File: config.mk
export PLATFORM = sky130hd
export DESIGN_NAME = irr_top
export DESIGN_NICKNAME = d
export VERILOG_FILES = /design/src/rtl/irr_pkg.sv /design/src/rtl/irr_irq_latch.sv /design/src/rtl/irr_top.sv
export SDC_FILE = /design/constraint.sdc
export NUM_CORES = 1
export LEC_CHECK = 0
export BUFFER_PORTS_ARGS = -buffer_cell sky130_fd_sc_hd__buf_4
export CAP_MARGIN = 40
export CORE_MARGIN = 2
export CORE_UTILIZATION = 54
export DETAILED_ROUTE_END_ITERATION = 10
export PLACE_DENSITY_LB_ADDON = 0.15
export SYNTH_ARGS = -nofsm -noshare
export SYNTH_HDL_FRONTEND = slang
export SYNTH_SLANG_ARGS = --single-unit
File: constraint.sdc
create_clock -name clk -period 3.2 [get_ports clk]
set_input_delay 0.64 -clock clk [delete_from_list [all_inputs] [get_ports clk]]
set_output_delay 0.64 -clock clk [all_outputs]
set_load 0.02 [all_outputs]
File: src/rtl/irr_pkg.sv
// constants for the ide interrupt routing and read-ahead block
package irr_pkg;
    // configuration register indices
    localparam logic [7:0] IDX_PROG_IF = 8'h09;
    localparam logic [7:0] IDX_CHIP_CFG = 8'h50;
    localparam logic [7:0] IDX_SEC_SETUP = 8'h57;
    localparam logic [7:0] IDX_BURST_LEN = 8'h59;
    // field positions
    localparam int PROG_IF_PRI_NATIVE_BIT = 0;
    localparam int PROG_IF_SEC_NATIVE_BIT = 2;
    localparam int CHIP_CFG_PRI_IRQ_BIT = 2;
    localparam int SEC_SETUP_IRQ_BIT = 4;
    localparam int SEC_SETUP_RSVD_BIT = 5;
    // reset values
    localparam logic [7:0] PROG_IF_RESET = 8'h00;
    localparam logic [7:0] CHIP_CFG_RESET = 8'h00;
    localparam logic [7:0] SEC_SETUP_RESET = 8'h0C;
    localparam logic [7:0] BURST_LEN_RESET = 8'h40;
    // bytes per read-ahead unit is 2**QW_SHIFT
    localparam int QW_SHIFT = 3;
    localparam int RA_BYTES_W = 11;
    // legacy task-file ports
    localparam logic [9:0] PRI_CMD_BASE = 10'h1F0;
    localparam logic [9:0] SEC_CMD_BASE = 10'h170;
    localparam logic [9:0] PRI_CTL_PORT = 10'h3F6;
    localparam logic [9:0] SEC_CTL_PORT = 10'h376;
    localparam logic [9:0] PRI_ALT_PORT = 10'h3F7;
    localparam logic [9:0] SEC_ALT_PORT = 10'h377;
    localparam logic [2:0] CMD_REG_OFS = 3'h7;
    // drive read commands that start read-ahead
    localparam logic [7:0] ATA_READ = 8'h20;
    localparam logic [7:0] ATA_READ_NR = 8'h21;
    localparam logic [7:0] ATA_READ_MULT = 8'hC4;
    // channel indices
    localparam int CH_PRI = 0;
    localparam int CH_SEC = 1;
    localparam int NUM_CH = 2;
endpackage

File: src/rtl/irr_irq_latch.sv
// sticky pending flag for one channel's drive interrupt
`timescale 1ns/10ps
module irr_irq_latch (
    // clock and reset
    input wire logic clk,
    input wire logic rst,
    // event and clear
    input wire logic irq_in,
    input wire logic clr,
    // state
    output logic pending_q
);
    logic pending_d;

    // set wins over a clear in the same cycle
    always_comb begin
        pending_d = pending_q;
        if (clr) begin
            pending_d = 1'b0;
        end
        if (irq_in) begin
            pending_d = 1'b1;
        end
    end

    always_ff @(posedge clk) begin
        if (rst) begin
            pending_q <= 1'b0;
        end else begin
            pending_q <= pending_d;
        end
    end
endmodule

File: src/rtl/irr_top.sv
// interrupt routing, read-ahead trigger and chip selects of the ide bridge
//
// Functional notes
// strap low at reset forces both channels into legacy mode.
// strap high lets programming interface bits pick native per channel.
// legacy channel decodes task file at standard isa ports.
// legacy primary interrupt goes to irq14, secondary to irq15.
// native channel leaves standard ports and signals interrupt on inta.
// both native channels share the single inta line.
// primary pending shows in chip configuration bit 2; host reads first.
// secondary pending shows in setup status bit 4; host reads next.
// host treats inta with no status set as another agent.
// read command written to command port loads read-ahead count.
// inta is open collector, pulled low only while pending.
// irq14 output is tri-state, released when not in use.
// host bus mode strap high selects pci host interface mode.
// alternate port 3f7 decode follows the decode enable input.
// primary command select for 1fx, control select for 3f6.
// secondary command select for 17x, control select for 376.
// secondary channel has its own read and write strobes.
// reading secondary setup status clears its interrupt pending bit.
// burst length counts quad words, eight bytes each.
// drive interrupt sets sticky pending until software clears it.
`timescale 1ns/10ps
module irr_top
    import irr_pkg::*;
(
    // clock and reset
    input wire logic clk,
    input wire logic rst,
    // straps
    input wire logic legacy_mode_strap,
    input wire logic host_bus_mode_strap,
    input wire logic chip_enable_strap,
    input wire logic alt_port_decode_enable_n,
    // configuration access
    input wire logic cfg_wr,
    input wire logic cfg_rd,
    input wire logic [7:0] cfg_index,
    input wire logic [7:0] cfg_wdata,
    output logic [7:0] cfg_rdata,
    // host i/o access
    input wire logic io_wr,
    input wire logic io_rd,
    input wire logic [9:0] io_addr,
    input wire logic [7:0] io_wdata,
    // read-ahead consumption, one quad word per pulse
    input wire logic ra_take,
    output logic [7:0] ra_qw_left,
    output logic [RA_BYTES_W-1:0] ra_bytes_left,
    // drive side
    input wire logic primary_drive_irq_in,
    input wire logic secondary_drive_irq_in,
    output logic primary_cmd_select_n,
    output logic primary_ctl_select_n,
    output logic secondary_cmd_select_n,
    output logic secondary_ctl_select_n,
    output logic drive_read_strobe_n,
    output logic drive_write_strobe_n,
    output logic sec_drive_read_strobe_n,
    output logic sec_drive_write_strobe_n,
    output logic drive_reset_out_n,
    // system interrupts
    output logic irq14_o,
    output logic irq14_oe,
    output logic irq15_o,
    output logic inta_n_o,
    output logic inta_n_oe,
    // mode status
    output logic pci_mode,
    output logic [NUM_CH-1:0] chan_native
);
    // strap capture and mode
    logic strap_q, strap_d, pci_mode_d, drive_reset_out_n_d;
    logic [NUM_CH-1:0] native_d;
    logic [7:0] prog_if_q, prog_if_d;

    // strap is caught by a clocked process while reset is held
    always_comb begin
        strap_d = rst ? legacy_mode_strap : strap_q;
        pci_mode_d = host_bus_mode_strap;
        drive_reset_out_n_d = 1'b1;
        native_d = '0;
        if (strap_q) begin
            native_d[CH_PRI] = prog_if_q[PROG_IF_PRI_NATIVE_BIT];
            native_d[CH_SEC] = prog_if_q[PROG_IF_SEC_NATIVE_BIT];
        end
    end

    always_ff @(posedge clk) begin
        strap_q <= strap_d;
        if (rst) begin
            pci_mode <= 1'b0;
            chan_native <= '0;
            drive_reset_out_n <= 1'b0;
        end else begin
            pci_mode <= pci_mode_d;
            chan_native <= native_d;
            drive_reset_out_n <= drive_reset_out_n_d;
        end
    end

    // configuration registers
    logic [7:0] chip_cfg_q, chip_cfg_d;
    logic [7:0] sec_setup_q, sec_setup_d;
    logic [7:0] burst_q, burst_d;
    logic [7:0] rdata_d;
    logic [NUM_CH-1:0] pend;
    logic [NUM_CH-1:0] irq_raw;
    logic [NUM_CH-1:0] irq_clr;

    always_comb begin
        prog_if_d = prog_if_q;
        chip_cfg_d = chip_cfg_q;
        sec_setup_d = sec_setup_q;
        burst_d = burst_q;
        irq_clr = '0;
        rdata_d = 8'h00;
        if (cfg_wr) begin
            unique case (cfg_index)
                IDX_PROG_IF: prog_if_d = cfg_wdata;
                IDX_CHIP_CFG: begin
                    chip_cfg_d = cfg_wdata;
                    irq_clr[CH_PRI] = cfg_wdata[CHIP_CFG_PRI_IRQ_BIT];
                end
                IDX_SEC_SETUP: sec_setup_d = cfg_wdata;
                IDX_BURST_LEN: burst_d = cfg_wdata;
                default: ;
            endcase
        end
        if (cfg_rd) begin
            unique case (cfg_index)
                IDX_PROG_IF: rdata_d = prog_if_q;
                IDX_CHIP_CFG: begin
                    rdata_d = chip_cfg_q;
                    rdata_d[CHIP_CFG_PRI_IRQ_BIT] = pend[CH_PRI];
                end
                IDX_SEC_SETUP: begin
                    rdata_d = sec_setup_q;
                    rdata_d[SEC_SETUP_IRQ_BIT] = pend[CH_SEC];
                    rdata_d[SEC_SETUP_RSVD_BIT] = 1'b0;
                    irq_clr[CH_SEC] = 1'b1;
                end
                IDX_BURST_LEN: rdata_d = burst_q;
                default: ;
            endcase
        end
    end

    always_ff @(posedge clk) begin
        if (rst) begin
            prog_if_q <= PROG_IF_RESET;
            chip_cfg_q <= CHIP_CFG_RESET;
            sec_setup_q <= SEC_SETUP_RESET;
            burst_q <= BURST_LEN_RESET;
            cfg_rdata <= 8'h00;
        end else begin
            prog_if_q <= prog_if_d;
            chip_cfg_q <= chip_cfg_d;
            sec_setup_q <= sec_setup_d;
            burst_q <= burst_d;
            cfg_rdata <= rdata_d;
        end
    end

    // pending flags, one per channel
    assign irq_raw = {secondary_drive_irq_in, primary_drive_irq_in};

    generate
        for (genvar ch = 0; ch < NUM_CH; ch++) begin : g_chan
            irr_irq_latch u_latch (
                .clk(clk),
                .rst(rst),
                .irq_in(irq_raw[ch]),
                .clr(irq_clr[ch]),
                .pending_q(pend[ch])
            );
        end
    endgenerate

    // interrupt routing
    logic irq14_d, irq14_oe_d, irq15_d, inta_oe_d;

    always_comb begin
        irq14_oe_d = !native_d[CH_PRI];
        irq14_d = !native_d[CH_PRI] && pend[CH_PRI];
        irq15_d = !native_d[CH_SEC] && pend[CH_SEC];
        // both native channels fold onto one shared line
        inta_oe_d = |(native_d & pend);
    end

    always_ff @(posedge clk) begin
        if (rst) begin
            irq14_o <= 1'b0;
            irq14_oe <= 1'b0;
            irq15_o <= 1'b0;
            inta_n_o <= 1'b0;
            inta_n_oe <= 1'b0;
        end else begin
            irq14_o <= irq14_d;
            irq14_oe <= irq14_oe_d;
            irq15_o <= irq15_d;
            inta_n_o <= 1'b0;
            inta_n_oe <= inta_oe_d;
        end
    end

    // legacy port decode and strobes
    logic io_act;
    logic [NUM_CH-1:0] hit_cmd, hit_ctl;
    logic pcs_d, pctl_d, scs_d, sctl_d;
    logic prd_d, pwr_d, srd_d, swr_d;

    always_comb begin
        io_act = (io_rd || io_wr) && chip_enable_strap;
        // native channels leave the standard ports to other agents
        hit_cmd[CH_PRI] = !native_d[CH_PRI] && io_addr[9:3] == PRI_CMD_BASE[9:3];
        hit_cmd[CH_SEC] = !native_d[CH_SEC] && io_addr[9:3] == SEC_CMD_BASE[9:3];
        hit_ctl[CH_PRI] = !native_d[CH_PRI] && (io_addr == PRI_CTL_PORT
            || (!alt_port_decode_enable_n && io_addr == PRI_ALT_PORT));
        hit_ctl[CH_SEC] = !native_d[CH_SEC] && (io_addr == SEC_CTL_PORT
            || (!alt_port_decode_enable_n && io_addr == SEC_ALT_PORT));
        pcs_d = !(io_act && hit_cmd[CH_PRI]);
        pctl_d = !(io_act && hit_ctl[CH_PRI]);
        scs_d = !(io_act && hit_cmd[CH_SEC]);
        sctl_d = !(io_act && hit_ctl[CH_SEC]);
        prd_d = !(io_act && io_rd && (hit_cmd[CH_PRI] || hit_ctl[CH_PRI]));
        pwr_d = !(io_act && io_wr && (hit_cmd[CH_PRI] || hit_ctl[CH_PRI]));
        srd_d = !(io_act && io_rd && (hit_cmd[CH_SEC] || hit_ctl[CH_SEC]));
        swr_d = !(io_act && io_wr && (hit_cmd[CH_SEC] || hit_ctl[CH_SEC]));
    end

    always_ff @(posedge clk) begin
        if (rst) begin
            primary_cmd_select_n <= 1'b1;
            primary_ctl_select_n <= 1'b1;
            secondary_cmd_select_n <= 1'b1;
            secondary_ctl_select_n <= 1'b1;
            drive_read_strobe_n <= 1'b1;
            drive_write_strobe_n <= 1'b1;
            sec_drive_read_strobe_n <= 1'b1;
            sec_drive_write_strobe_n <= 1'b1;
        end else begin
            primary_cmd_select_n <= pcs_d;
            primary_ctl_select_n <= pctl_d;
            secondary_cmd_select_n <= scs_d;
            secondary_ctl_select_n <= sctl_d;
            drive_read_strobe_n <= prd_d;
            drive_write_strobe_n <= pwr_d;
            sec_drive_read_strobe_n <= srd_d;
            sec_drive_write_strobe_n <= swr_d;
        end
    end

    // read-ahead counter
    logic ra_load;
    logic [7:0] ra_qw_d;
    logic [RA_BYTES_W-1:0] ra_bytes_d;

    always_comb begin
        ra_load = io_act && io_wr && io_addr[2:0] == CMD_REG_OFS
            && (hit_cmd[CH_PRI] || hit_cmd[CH_SEC])
            && (io_wdata == ATA_READ || io_wdata == ATA_READ_NR || io_wdata == ATA_READ_MULT);
        ra_qw_d = ra_qw_left;
        if (ra_load) begin
            ra_qw_d = burst_q;
        end else if (ra_take && ra_qw_left != 8'h00) begin
            ra_qw_d = ra_qw_left - 8'h01;
        end
        // zero burst length reads as no read-ahead, no wrap to 256
        ra_bytes_d = RA_BYTES_W'({ra_qw_d, 3'b000}) ;
    end

    always_ff @(posedge clk) begin
        if (rst) begin
            ra_qw_left <= 8'h00;
            ra_bytes_left <= '0;
        end else begin
            ra_qw_left <= ra_qw_d;
            ra_bytes_left <= ra_bytes_d;
        end
    end
endmodule

=== Word-level counts from Yosys, hierarchy flattened ===
Index checks and enable logic that the tools add are counted.

* Bits in latches: 0
* Bits in registers: 70
* Word-level logic and storage cells: 106
* Output and inout bits: 44
* Memories: 0
* Input bits: 47
* Bits in read-only memories: 0
* Bits in writable memories: 0

* Add/subtract/negate cells: 1
* $lt $le $gt $ge: 0
* Eq/ne operators: 14
* Divide/modulo/power cells: 0
* Reduce and logical (&&, ||, !) cells: 51
* Shift operators: 0
* Muxes and demuxes: 13
* Bitwise logic cells: 2
* Multiply operators: 0

{| class="wikitable"
|+ Operators with widths
! kind !! number
|-
| == test 10 bit (second input constant) || 4
|-
| one-hot mux 8 bit (4 select lines) || 1
|-
| == test 8 x 7 -> 1 bit (second input constant) || 3
|-
| logical AND 1 bit || 23
|-
| == test 8 x 6 -> 1 bit (second input constant) || 2
|-
| two-way mux 8 bit || 2
|-
| == test 7 x 6 -> 1 bit (second input constant) || 2
|-
| logical NOT 1 bit || 11
|-
| two-way mux 1 bit || 9
|-
| == test 8 x 4 -> 1 bit (second input constant) || 1
|-
| == test 8 bit (second input constant) || 1
|-
| logical OR 1 bit || 8
|-
| AND reduction 2 bit || 4
|-
| nonzero test 8 bit || 1
|-
| subtractor 8 x 1 -> 8 bit (second input constant) || 1
|-
| nonzero test 2 bit || 2
|-
| OR reduction 2 bit || 2
|-
| == test 3 bit (second input constant) || 1
|-
| bitwise AND 2 bit || 1
|-
| two-way mux 2 bit || 1
|-
| inverter 1 bit || 1
|}

=== Logic depth before layout (Yosys ltp) ===
* Depth after elaboration: 7
* Gate-level depth with buffers: 6
* Gate-level depth less buffers: 6

=== Hierarchy ===
A second synthesis with hierarchy kept.

* Cell total of the unflattened synthesis: 301
* Area total of the unflattened synthesis: 2880.3 um^2

{| class="wikitable"
|+ Modules (own cells, without submodules)
! module !! times used !! area each (um^2) !! seq. area each (um^2) !! cells an instance
|-
| irr_top || 1 || 2802.7 || 1251.2 || 293
|-
| irr_irq_latch || 2 || 38.8 || 20.0 || 4
|}

=== Worst setup path after synthesis ===
Ideal clock, no wire load.

* Path type: input port to flip-flop
* Start point: input port cfg_index[5]
* End point: register prog_if_q[6]
* Cell stages on the path: 5
* Setup time: 128 ps
* Required time: 3072 ps
* Path slack: 1172 ps
* Buffers on the path: 1
* Arrival: 1900 ps
* Path through: or3b_4 > or4b_1 > buf_6 > mux2i_1 > nor2_1

* Longest elaborated chain between the ends: 2

{| class="wikitable"
|+ RTL lines
! item !! line !! source
|-
| from (decl) || irr_top.sv:39 || <nowiki>input wire logic [7:0] cfg_index,</nowiki>
|-
| == test 8 x 4 -> 1 bit || irr_top.sv:120 || <nowiki>unique case (cfg_index)</nowiki>
|-
| AND reduction 2 bit (no source line) || - ||
|-
| to (signal assigned) || irr_top.sv:158 || <nowiki>prog_if_q <= prog_if_d;</nowiki>
|-
| to (decl) || irr_top.sv:76 || <nowiki>logic [7:0] prog_if_q, prog_if_d;</nowiki>
|}

No other way between the ends.
A chain may end at the register's enable or synchronous reset.

=== Worst setup path after layout ===
* Start point: input port cfg_index[5]
* End point: register prog_if_q[3]

Same word-level chain as after synthesis.

==> run summary <==
The most common flop cell mapped by yosys is sky130_fd_sc_hd__dfxtp_1. The minimum clock period came out at approximately 2.1 ns. The register clock-pin slew on the reported worst setup and hold paths is around 0.07 ns. The number of different library cells used by synthesis comes to 51. The filler-free cell count of the finished design is 449. The maximum root-to-sink buffer count came out at 2. The number of enable flip-flop cells after synthesis is 1. The critical path goes through buf_4 -> or3b_4 -> or4b_1 -> mux2i_1 -> nor2_1.

For this run the aggregate overflow at the end of global routing stands at 0. The share of post-route cells with drive strength above 1 is around 29%. Once the floorplan was initialized, standard cells occupied 55.5% of the core. The via count came out at approximately 2.5k.

The initial antenna violation count came to 0. The pre-antenna-repair detailed-routing pass consisted of 4 iterations. The combined global-route utilization of all metal layers is 24.1%. The worst hold path class is reg2reg. The count of clock tree sinks is 64. The worst hold-check slack came out at roughly 0.47 ns.

The proportion of register bits with asynchronous set or reset after synthesis is 0%. The maximum fanout along the worst path came out at 8. The post-route core utilization came out at a little over 70%. The leading cell type in the layout, fill and taps excluded is sky130_fd_sc_hd__buf_4. In this run the clock root is driven by a sky130_fd_sc_hd__clkbuf_8. The timing-limited maximum frequency is 479 MHz. The power after layout came out at between 2 and 2.5 mW. Including well taps, the total number of placed cells is ~430. Leaving out fill and tap cells, the most frequent cells in the layout are 88 x sky130_fd_sc_hd__buf_4, 63 x sky130_fd_sc_hd__dfxtp_1, 39 x sky130_fd_sc_hd__nor2_1. Setup repair after global routing left no endpoint under its margin. On the critical path, the stage with the largest delay is an instance of sky130_fd_sc_hd__or4b_1. The number of port buffers came out at between 80 and 90. The synthesized area per cell is approximately 9.5 sq um. The largest single stage delay on the critical path is 0.78 ns. The number of design-rule violations left by the first detailed-router iteration came out at 130. The global-route wire length before repair is between 10,000 and 15,000 um. The cts-stage hold buffer count came out at 0. The sequential element share of the synthesized area is 46.2%.

The run finished with clean final reports. The relative slew slack is 51.2%. Pin placement for this block handled between 90 and 100 I/O pins. The die outline height is between 70 and 80 um. After clock tree synthesis, the repair step resized 0 gates. At the worst endpoint, the required time is between 3 and 4 ns.

The global placer's final weighted congestion came out at approximately 0.84. The worst setup path is launched from an input port. The kind of capture point of the worst setup path is a flop.

The TritonCTS clock tree is built. The final setup violation count came out at 0. The post-CTS setup buffer count is 0. The die width came out at approximately 76 um. The via count normalized by instance count came out at around 5.6. The number of max-cap violations came out at 0.

In the final routed layout, each cell accounts on average for 15.1 um. The number of nets at the end of the flow came out at around 420. The count of nets left with antenna violations after detail routing came out at 0. The latest clock arrival within the worst-skew pair came out at roughly 0.35 ns. Compared with the post-synthesis result, the final layout area differs by 29.7%.

The worst clock skew is slightly below 0.008 ns. By startpoint and endpoint, the worst setup path is classified as in2reg. The data arrival time of the worst path came out at between 2 and 2.5 ns. The transition time at the pin with the least slew margin is ~0.73 ns. The number of placement rows came out at 26.

The DRC violation count after routing came out at 0. 0 antenna diodes ended up in the layout. The cell leakage power is roughly 1.6 nW. After routing, the total negative slack on setup checks comes to 0 ns. The aggregate routed wire length came out at a little under 7000 um. The via count of the first global-routing pass is 2,279. The post-detailed-placement half-perimeter wirelength is 4690 um. The number of register bits inferred by synthesis is between 60 and 70. The netlist area before placement is roughly 2800 sq um. The yosys synthesis warning count is 0.

The total area inside the core boundary comes to 5040 sq um. The floorplan step defined a die boundary enclosing a little under 6000 sq um. The clock tree synthesis step divided the H-tree into 3 levels. The fill cell instance count of the final layout came out at 397. The cell count after synthesis came out at around 300.

The number of pins exceeding their max-slew limit in the final report is 0. The power per cell area is between 600 and 700 nW/um^2. The number of buffers created by CTS came out at 9. The maximum vdd drop came out at around 490 uV. The largest net degree at the start of global routing came out at 44. The final-report hold violation count came out at 0. The post-route fraction of the period consumed by the critical path is between 60% and 70%.
==> sequential cells by signal, summed over array words and instances (netlist names), 2 cells and up <==
name and cells:
burst_q 8, chip_cfg_q 7, sec_setup_q 6, prog_if_q 8, g_chan.u_latch.pending_q 2, cfg_rdata 8, chan_native 2, ra_bytes_left 8
==> worst max-delay path: cells and delay by family <==
| family | cells | cell delay (ns) |
|---|---|---|
| buffers and inverters | 1 | 0.12 |
| multiplexers | 1 | 0.27 |
| AND/OR/NAND/NOR | 3 | 1.26 |
==> metrics by stage <==
stage | instance area (sq um) | worst slack (ns)
2_1_floorplan | 2810 | 1.17
3_3_place_gp | 3420 | 0.843
3_5_place_dp | 3420 | 0.800
4_1_cts | 3630 | 1.13
5_1_grt | 3630 | 1.05
6_report | 3630 | 1.11
==> layout make-up <==
cell class,instances,area [sq um],area share (%)
flip-flops and latches,64,1290,35.6
multi-input cells,202,1350,37.2
repair buffers,88,661,18.2
clock inverters,5,55.1,1.52
inverters,9,33.8,0.931
well taps,70,87.6,2.41
clock buffers,11,151,4.17
==> per-layer routing <==
| metal | GRT usage (%) | share of wire (%) | up-vias |
|---|---|---|---|
| met2 | 36.4 | 48 | 88 |
| met1 | 32.7 | 44 | 1187 |
| li1 | - | - | 1213 |
| met5 | 0 | 0 | - |
| met3 | 5.71 | 6.8 | 11 |
| met4 | 11.5 | 1.7 | 0 |
==> final timing paths <==
path	to	start	slack [ns]	cells past startpoint
worst max-delay path	prog_if_q[3]	cfg_index[5]	1.11	5
worst min-delay path	cfg_rdata[2]	sec_setup_q[2]	0.47	2
worst max register to register	ra_bytes_left[3]	ra_bytes_left[3]	1.21	6
worst min register to register	cfg_rdata[2]	sec_setup_q[2]	0.47	2
==> synthesized netlist by cell type, drive strengths merged (3+ instances only) <==
cell type   n  share of area (%)
inv         8                1.1
nand2      21                2.8
buf        16                4.2
nand3       7                1.3
nor4        9                2.0
nor3        6                1.4
a22oi       9                2.4
or3         3               0.67
and2        3               0.67
mux2i      34                 12
a21oi       6                1.1
clkbuf      5               0.67
or3b        3                1.0
a211oi     12                3.2
dfxtp      63                 45
o21ai       3               0.54
a22o        8                2.5
and3        3               0.67
nor2       39                5.2
==> report_power, final <==
part           leakage, nW  internal, mW  total, mW  switching [mW]
registers            0.521         0.849      0.926          0.0769
logic                0.995         0.297      0.630           0.333
clock network        0.101         0.399      0.720           0.321
==> kinds of logic (layout without fill, tap and decap cells) <==
family	Yosys count	count (layout)	share of synthesized area [%]
adders and majority gates	2	2	0.895
buffers and inverters	30	113	6.04
xor gates and xnor gates	2	2	0.627
DFF	64	64	46.2
and+or+nand+nor	107	107	19.8
other	1	4	0.134
muxes	35	35	12.6
AOI/OAI and AO/OA	52	52	13.8
(Power assumes the default switching activity.)
